**src/logic/spp_cfg.svh**
```systemverilog
`ifndef SPP_CFG_SVH
`define SPP_CFG_SVH

// register byte offsets on the bus
`define SPP_OFF_DATA    8'h00
`define SPP_OFF_CTRL    8'h04
`define SPP_OFF_ANA     8'h08
`define SPP_OFF_IST     8'h0C
`define SPP_OFF_IMSK    8'h10

// control/status register field positions
`define SPP_CTRL_IBF    7
`define SPP_CTRL_OBF    6
`define SPP_CTRL_INPUT_OVERRUN   5
`define SPP_CTRL_MODE   4
`define SPP_CTRL_DIRHI  2

// event bit in status and mask registers
`define SPP_EV_BIT      0

// reset values, and the direction value that makes all three pins inputs
`define SPP_DIR_RST     3'h7
`define SPP_ANA_RST     4'h0
`define SPP_DIR_INPUTS  3'h7

// digital range of the analog pin select field
`define SPP_ANA_MIN     4'hA
`define SPP_ANA_MAX     4'hF

// bus responses
`define SPP_RESP_OKAY   2'h0
`define SPP_RESP_SLVERR 2'h2

// synchroniser: {chipSelectN, writeStrobeN, readStrobeN, data[7:0]}
`define SPP_SYNC_W      11
`define SPP_SYNC_RST    11'h700

`endif

```
**src/logic/spp_pkg.sv**
```systemverilog
`include "spp_cfg.svh"

package spp_pkg;

    typedef struct packed {
        logic [`SPP_SYNC_W-1:0] s1;
        logic [`SPP_SYNC_W-1:0] s2;
        logic [`SPP_SYNC_W-1:0] s3;
        logic [`SPP_SYNC_W-1:0] value;
    } spp_sync_state_t;

    typedef struct packed {
        logic wrOn;
        logic rdOn;
        logic writeEnd;
        logic readStart;
        logic readEnd;
    } spp_track_state_t;

    typedef struct packed {
        logic       awHeld;
        logic       wHeld;
        logic [7:0] awAddr;
        logic [7:0] wData;
        logic       wLane;
        logic       awready;
        logic       wready;
        logic       bvalid;
        logic [1:0] bresp;
        logic       arready;
        logic       rvalid;
        logic [1:0] rresp;
        logic [7:0] rdLow;
        logic       mode;
        logic [2:0] dirs;
        logic [3:0] anaSel;
        logic       inFull;
        logic       outPending;
        logic       overrun;
        logic [7:0] inByte;
        logic [7:0] outLatch;
        logic       evFlag;
        logic       evMask;
        logic       irq;
        logic       dataOe;
    } spp_top_state_t;

endpackage

```
**src/logic/spp_pin_sync.sv**
```systemverilog
`timescale 1ns/1ps
`default_nettype none
`include "spp_cfg.svh"

module spp_pin_sync (
    input  wire logic                   mclk,
    input  wire logic                   rst,
    input  wire logic [`SPP_SYNC_W-1:0] rawIn,
    output logic      [`SPP_SYNC_W-1:0] cleanOut
);
    import spp_pkg::*;

    spp_sync_state_t st;
    spp_sync_state_t next_st;

    // s1 feeds only s2; a bit is accepted once s2 and s3 agree
    always_comb begin
        next_st = st;
        next_st.s1 = rawIn;
        next_st.s2 = st.s1;
        next_st.s3 = st.s2;
        for (int i = 0; i < `SPP_SYNC_W; i++) begin
            if (st.s2[i] == st.s3[i]) begin
                next_st.value[i] = st.s2[i];
            end
        end
    end

    always_ff @(posedge mclk or posedge rst) begin
        if (rst) begin
            st <= {4{`SPP_SYNC_RST}};
        end else begin
            st <= next_st;
        end
    end

    assign cleanOut = st.value;
endmodule // spp_pin_sync

`default_nettype wire

```
**src/logic/spp_cycle_track.sv**
```systemverilog
`timescale 1ns/1ps
`default_nettype none

module spp_cycle_track (
    input  wire logic mclk,
    input  wire logic rst,
    input  wire logic enable,
    input  wire logic chipSelectN,
    input  wire logic readStrobeN,
    input  wire logic writeStrobeN,
    output logic      writeEnd,
    output logic      readStart,
    output logic      readEnd,
    output logic      readActive
);
    import spp_pkg::*;

    spp_track_state_t st;
    spp_track_state_t next_st;

    always_comb begin
        next_st = st;
        next_st.wrOn = enable & ~chipSelectN & ~writeStrobeN;
        next_st.rdOn = enable & ~chipSelectN & ~readStrobeN;
        // leaving slave mode mid-cycle drops the cycle without an event
        next_st.writeEnd = st.wrOn & enable & (chipSelectN | writeStrobeN);
        next_st.readStart = ~st.rdOn & next_st.rdOn;
        next_st.readEnd = st.rdOn & enable & (chipSelectN | readStrobeN);
    end

    always_ff @(posedge mclk or posedge rst) begin
        if (rst) begin
            st <= '0;
        end else begin
            st <= next_st;
        end
    end

    assign writeEnd   = st.writeEnd;
    assign readStart  = st.readStart;
    assign readEnd    = st.readEnd;
    assign readActive = st.rdOn;
endmodule // spp_cycle_track

`default_nettype wire

```
**src/logic/spp_parallel_slave_port.sv**
```systemverilog
// Overview of operation
// - slave mode runs when select bit set, multi-output PWM is off, all three direction bits set and analog select in 0xA..0xF
// - external processor reads and writes the 8-bit latch asynchronously
// - control pins 0,1,2 are active-low read, write and chip select
// - write starts with select and write low, ends when either high
// - at write end, capture byte, set event flag and input-full
// - select and read low: drive latch onto pins, clear output-pending
// - software write during a read drives at once, pending stays clear
// - select or read high after read: release pins, set event flag
// - write end with unread input byte sets overrun until software clears
// - software data write outside a read sets pending until read out
`timescale 1ns/1ps
`default_nettype none
`include "spp_cfg.svh"

module spp_parallel_slave_port (
    input  wire logic        mclk,
    input  wire logic        rst,
    input  wire logic [7:0]  s_axi_awaddr,
    input  wire logic        s_axi_awvalid,
    output logic             s_axi_awready,
    input  wire logic [31:0] s_axi_wdata,
    input  wire logic [3:0]  s_axi_wstrb,
    input  wire logic        s_axi_wvalid,
    output logic             s_axi_wready,
    output logic [1:0]       s_axi_bresp,
    output logic             s_axi_bvalid,
    input  wire logic        s_axi_bready,
    input  wire logic [7:0]  s_axi_araddr,
    input  wire logic        s_axi_arvalid,
    output logic             s_axi_arready,
    output logic [31:0]      s_axi_rdata,
    output logic [1:0]       s_axi_rresp,
    output logic             s_axi_rvalid,
    input  wire logic        s_axi_rready,
    input  wire logic [7:0]  dataIn,
    output logic [7:0]       dataOut,
    output logic             dataOe,
    input  wire logic        readStrobeN,
    input  wire logic        writeStrobeN,
    input  wire logic        chipSelectN,
    input  wire logic        pwmMultiOutput,
    output logic             irq
);
    import spp_pkg::*;

    spp_top_state_t st;
    spp_top_state_t next_st;

    logic [`SPP_SYNC_W-1:0] syncVal;
    logic [7:0]             syncData;
    logic                   active;
    logic                   trkWriteEnd;
    logic                   trkReadStart;
    logic                   trkReadEnd;
    logic                   trkReadActive;
    logic                   swDataWr;
    logic                   swDataRd;
    logic                   swIstRd;

    function automatic logic isMapped(input logic [7:0] addr);
        return (addr == `SPP_OFF_DATA) || (addr == `SPP_OFF_CTRL) ||
               (addr == `SPP_OFF_ANA) || (addr == `SPP_OFF_IST) ||
               (addr == `SPP_OFF_IMSK);
    endfunction

    spp_pin_sync u_sync (
        .mclk     (mclk),
        .rst      (rst),
        .rawIn    ({chipSelectN, writeStrobeN, readStrobeN, dataIn}),
        .cleanOut (syncVal)
    );

    assign syncData = syncVal[7:0];

    // pins only act as strobes once software made them digital inputs
    assign active = st.mode & ~pwmMultiOutput
                  & (st.dirs == `SPP_DIR_INPUTS)
                  & (st.anaSel >= `SPP_ANA_MIN) & (st.anaSel <= `SPP_ANA_MAX);

    spp_cycle_track u_track (
        .mclk         (mclk),
        .rst          (rst),
        .enable       (active),
        .chipSelectN  (syncVal[10]),
        .writeStrobeN (syncVal[9]),
        .readStrobeN  (syncVal[8]),
        .writeEnd     (trkWriteEnd),
        .readStart    (trkReadStart),
        .readEnd      (trkReadEnd),
        .readActive   (trkReadActive)
    );

    always_comb begin
        next_st = st;
        swDataWr = 1'b0;
        swDataRd = 1'b0;
        swIstRd = 1'b0;

        // write channel: address and data taken in either order
        if (s_axi_awvalid && st.awready) begin
            next_st.awHeld = 1'b1;
            next_st.awAddr = s_axi_awaddr;
        end
        if (s_axi_wvalid && st.wready) begin
            next_st.wHeld = 1'b1;
            next_st.wData = s_axi_wdata[7:0];
            next_st.wLane = s_axi_wstrb[0];
        end
        if (st.bvalid && s_axi_bready) begin
            next_st.bvalid = 1'b0;
        end
        if (st.awHeld && st.wHeld && !st.bvalid) begin
            next_st.awHeld = 1'b0;
            next_st.wHeld = 1'b0;
            next_st.bvalid = 1'b1;
            next_st.bresp = isMapped(st.awAddr) ? `SPP_RESP_OKAY : `SPP_RESP_SLVERR;
            if (st.wLane) begin
                unique case (st.awAddr)
                    `SPP_OFF_DATA: begin
                        next_st.outLatch = st.wData;
                        swDataWr = 1'b1;
                    end
                    `SPP_OFF_CTRL: begin
                        next_st.mode = st.wData[`SPP_CTRL_MODE];
                        next_st.overrun = st.wData[`SPP_CTRL_INPUT_OVERRUN];
                        next_st.dirs = st.wData[`SPP_CTRL_DIRHI:0];
                    end
                    `SPP_OFF_ANA: begin
                        next_st.anaSel = st.wData[3:0];
                    end
                    `SPP_OFF_IMSK: begin
                        next_st.evMask = st.wData[`SPP_EV_BIT];
                    end
                    default: begin
                    end
                endcase
            end
        end

        // read channel; data and event status reads have side effects
        if (st.rvalid && s_axi_rready) begin
            next_st.rvalid = 1'b0;
        end
        if (s_axi_arvalid && st.arready) begin
            next_st.rvalid = 1'b1;
            next_st.rresp = isMapped(s_axi_araddr) ? `SPP_RESP_OKAY : `SPP_RESP_SLVERR;
            unique case (s_axi_araddr)
                `SPP_OFF_DATA: begin
                    next_st.rdLow = st.inByte;
                    swDataRd = 1'b1;
                end
                `SPP_OFF_CTRL: begin
                    next_st.rdLow = {st.inFull, st.outPending, st.overrun, st.mode,
                                     1'b0, st.dirs};
                end
                `SPP_OFF_ANA: begin
                    next_st.rdLow = {4'h0, st.anaSel};
                end
                `SPP_OFF_IST: begin
                    next_st.rdLow = {7'h00, st.evFlag};
                    swIstRd = 1'b1;
                end
                `SPP_OFF_IMSK: begin
                    next_st.rdLow = {7'h00, st.evMask};
                end
                default: begin
                    next_st.rdLow = 8'h00;
                end
            endcase
        end

        // software clears first so that a hardware set in the same cycle wins
        if (swIstRd) begin
            next_st.evFlag = 1'b0;
        end
        if (swDataRd) begin
            next_st.inFull = 1'b0;
        end
        if (swDataWr && !trkReadActive) begin
            next_st.outPending = 1'b1;
        end
        if (trkReadStart) begin
            next_st.outPending = 1'b0;
        end
        if (trkWriteEnd) begin
            // data has been stable since the strobe fell, so the filtered copy is settled
            next_st.inByte = syncData;
            if (st.inFull && !swDataRd) begin
                next_st.overrun = 1'b1;
            end
            next_st.inFull = 1'b1;
            next_st.evFlag = 1'b1;
        end
        if (trkReadEnd) begin
            next_st.evFlag = 1'b1;
        end

        // pins driven only for the length of an external read
        next_st.dataOe = active & trkReadActive;
        next_st.irq = next_st.evFlag & next_st.evMask;
        next_st.awready = ~next_st.awHeld & ~next_st.bvalid;
        next_st.wready = ~next_st.wHeld & ~next_st.bvalid;
        next_st.arready = ~next_st.rvalid;
    end

    always_ff @(posedge mclk or posedge rst) begin
        if (rst) begin
            st <= '0;
            st.dirs <= `SPP_DIR_RST;
            st.anaSel <= `SPP_ANA_RST;
        end else begin
            st <= next_st;
        end
    end

    assign s_axi_awready = st.awready;
    assign s_axi_wready  = st.wready;
    assign s_axi_bvalid  = st.bvalid;
    assign s_axi_bresp   = st.bresp;
    assign s_axi_arready = st.arready;
    assign s_axi_rvalid  = st.rvalid;
    assign s_axi_rresp   = st.rresp;
    assign s_axi_rdata   = {24'h00_0000, st.rdLow};
    assign dataOut       = st.outLatch;
    assign dataOe        = st.dataOe;
    assign irq           = st.irq;
endmodule // spp_parallel_slave_port

`default_nettype wire

```
**config.mk**
```make
export PLATFORM = sky130hd
export DESIGN_NAME = spp_parallel_slave_port
export DESIGN_NICKNAME = d
export VERILOG_FILES = /design/src/logic/spp_pkg.sv /design/src/logic/spp_pin_sync.sv /design/src/logic/spp_cycle_track.sv /design/src/logic/spp_parallel_slave_port.sv
export VERILOG_INCLUDE_DIRS = /design/src /design/src/logic
export SDC_FILE = /design/constraint.sdc
export NUM_CORES = 1
export LEC_CHECK = 0
export ABC_CLOCK_PERIOD_IN_PS = 5100
export CORE_MARGIN = 4
export CORE_UTILIZATION = 62
export DETAILED_ROUTE_END_ITERATION = 16
export DONT_BUFFER_PORTS = 1
export PLACE_DENSITY_LB_ADDON = 0.1
export SLEW_MARGIN = 20
export SYNTH_ARGS = -nofsm -noshare
export SYNTH_HDL_FRONTEND = slang
export SYNTH_SLANG_ARGS = --single-unit
```
**constraint.sdc**
```tcl
create_clock -name mclk -period 5.1 [get_ports mclk]
set_input_delay 1.53 -clock mclk [delete_from_list [all_inputs] [get_ports mclk]]
set_output_delay 1.53 -clock mclk [all_outputs]
set_load 0.02 [all_outputs]
```
==> impl_metrics.tcl <==
set metrics [dict create \
    hold_path_class "flop to flop" \
    multiInputGateArea_mm2 0.00127 \
    cts_resized 0 \
    area_growth_pct 11.1 \
    dr_wl_met3_um 515 \
    cts_buffers 17 \
    setup_viol 0 \
    grt_pass1_wl_um 11800 \
    wl_met2_um 3520 \
    vias_per_cell 5.39 \
    clockPowerShare_pct 45.7 \
    io_pins 122 \
    period_minus_slack_ps 2520 \
    tns_ps 0 \
    fp.coreArea_mm2 0.00687 \
    maxCapViolCount 0 \
    p_sw_w 0.000632 \
    grt_use_total_pct 18.5 \
    post_cts_buffers 0 \
    fillers 458 \
    ys_types 36 \
    p_int_w 0.00201 \
    fin_util_pct 71.5 \
    clock_skew_ps 7.00 \
    io_buffer_count 0 \
    seqPwrFrac_pct 45.3 \
    grt_pass1_vias 2381 \
    h-tree-depth 4 \
    globalplace.congestion 0.782 \
    first_pass_iters 4 \
    drv_slew 0 \
    fin_worst_hold_slack_ps 345 \
    worstPathMaxFanout 5 \
    ant_nets 0 \
    detailed_place_hpwl_um 4810 \
    outcome "complete, no violations" \
    cts.sinks 114 \
    die_w_um 92.5 \
    drt_wl_total_um 7090 \
    relSlewSlack_pct 36.4 \
    yosys_warnings 0 \
    drt_iter0_drc 105 \
    cts_tree "done" \
    ctsRootBufferMaster "clkbuf_8" \
    total_power_w 0.00264 \
    max_freq_mhz 397 \
    syn_area_mm2 0.00442 \
    antenna_found_initial 0 \
    path_class "flop to output pin" \
    initial_core_util_pct 64.4 \
    hold_buffers 0 \
    clk_latency_ps 500 \
    period_share_pct 49.4 \
    met1Wirelength_um 2970 \
    avgSynthCellArea_um2 14.1 \
    ys_seq_area_share_pct 64.9 \
    diodes 0 \
    cp-end-kind "output pin" \
    nets 380 \
    highest_layer "met4" \
    register_area_mm2 0.00287 \
    cp-start-kind "flop" \
    rsz0062_at_grt "no" \
    arrival_ps 990 \
    syn_inst 313 \
    wl_per_cell_um 17.0 \
    hold_viol 0 \
    drive_gt1_share_pct 29.8 \
    vias 2251 \
    required_ps 3570 \
    ir_drop_mv 0.291 \
    pwr-share-comb_pct 9.0 \
    worst_pin_slew_ps 954 \
    ys_ff_latch 114 \
    grt.overflow.total 0 \
    drc 0 \
    fp.dieArea_mm2 0.00855 \
    cts.reportedPaths.clkPinSlew_ps 50 \
    total_leakage_power_nw 2.23 \
    rows 30 \
    sw_frac_of_total_pct 23.9 \
    clockBufferDepth 2 \
    p_per_area_mw_per_mm2 537 \
    grt_max_degree 83 \
    die_h_um 92.5 \
]
[stage by stage]
step	instances	worst slack (ps)	instance area (um^2)
after floorplan	338	579	4520
after detailed placement	386	2350	4300
after CTS	418	2560	4910
final	418	2580	4910
after global routing	418	2530	4910
after global placement	386	2340	4300
[sequential cells by signal (all words and copies together) (netlist names), 8 cells and up]
register and cells:
dataOut 8, s_axi_rdata 8, st 40, u_sync.cleanOut 11, u_sync.next_st 22, u_sync.st 11
[layout by cell type (no fill, tap or decap), types with 3 or more instances in the layout]
cell type / instances
a31oi_1: 4
and2_1: 5
bufinv_16: 4
clkbuf_1: 3
clkbuf_16: 16
clkbuf_8: 4
clkinvlp_4: 3
conb_1: 26
dfrtp_1: 99
dfstp_2: 15
inv_1: 4
maj3_1: 11
mux2_2: 39
mux2_4: 4
mux2i_1: 10
nand2_1: 14
nor2_1: 14
nor3_1: 6
o21ai_0: 9
[worst paths after layout]
path | start | end | slack (ps) | cells past startpoint
max | s_axi_bvalid | s_axi_bvalid | 2580 | 0
min | u_sync.next_st[23] | u_sync.next_st[12] | 340 | 0
max reg2reg | st[58] | dataOut[1] | 3020 | 4
min reg2reg | u_sync.next_st[23] | u_sync.next_st[12] | 340 | 0
max in group asynchronous | rst | u_sync.next_st[30] | 3140 | 2
min in group asynchronous | rst | u_sync.next_st[28] | 1110 | 1
[Yosys cell counts (all sizes together)]
master	n	area share, %
mux2i	10	2.3
nand2	14	1.2
inv	5	0.42
conb	1	0.085
a31oi	4	0.57
a21oi	2	0.23
a311o	2	0.45
nor2b	2	0.28
a32o	1	0.23
clkbuf	5	0.42
a211oi	1	0.17
dfstp	15	8.9
and2	5	0.71
o32ai	1	0.20
nor3b	1	0.17
or4bb	1	0.25
nor4	3	0.57
o41ai	2	0.40
nor2	14	1.2
maj3	11	2.5
o21ai	9	1.0
buf	45	7.7
or4	2	0.51
dfrtp	99	56
o21a	1	0.17
nand4	1	0.14
or4b	1	0.23
nand4b	2	0.40
nor3	6	0.68
or3b	1	0.20
nand3b	2	0.34
or2	1	0.14
mux2	43	11
[area by class of cell]
class                      instances  area share (%)
clock inverter                     9            3.11
multi-input combinational        169            25.8
tap                               96            2.44
clock buffer                      23            9.50
inverter                           5           0.433
timing repair buffer               2           0.305
sequential                       114            58.4
[logic make-up (layout without fill, tap and decap cells)]
logic type                 Yosys count  after routing  share of synthesized area (%)
and+or+nand+nor                     56             56                           6.99
buffers and inverters               55             39                           8.57
adders and majority gates           11             11                           2.49
AOI/OAI and AO/OA                   23             23                           3.42
other                                1             26                         0.0848
DFF                                114            114                           64.9
muxes                               53             53                           13.5
[power groups by stage]
stage | sequential, W | clock, W | combinational, W
5_1_grt | 0.00121 | 0.00127 | 0.000267
6_report | 0.00119 | 0.00121 | 0.000238
2_1_floorplan | 0.00116 | 0 | 0.000257
4_1_cts | 0.00120 | 0.00122 | 0.000242
3_5_place_dp | 0.00121 | 0 | 0.000238
3_3_place_gp | 0.00120 | 0 | 0.000228
[metal layers]
layer | GRT usage, % | vias to the layer above
met2 | 29.3 | 79
met3 | 7.15 | 10
met5 | 0 | -
li1 | - | 1017
met1 | 22.3 | 1145
met4 | 8.54 | 0
Power figures use the tool's default switching activity.
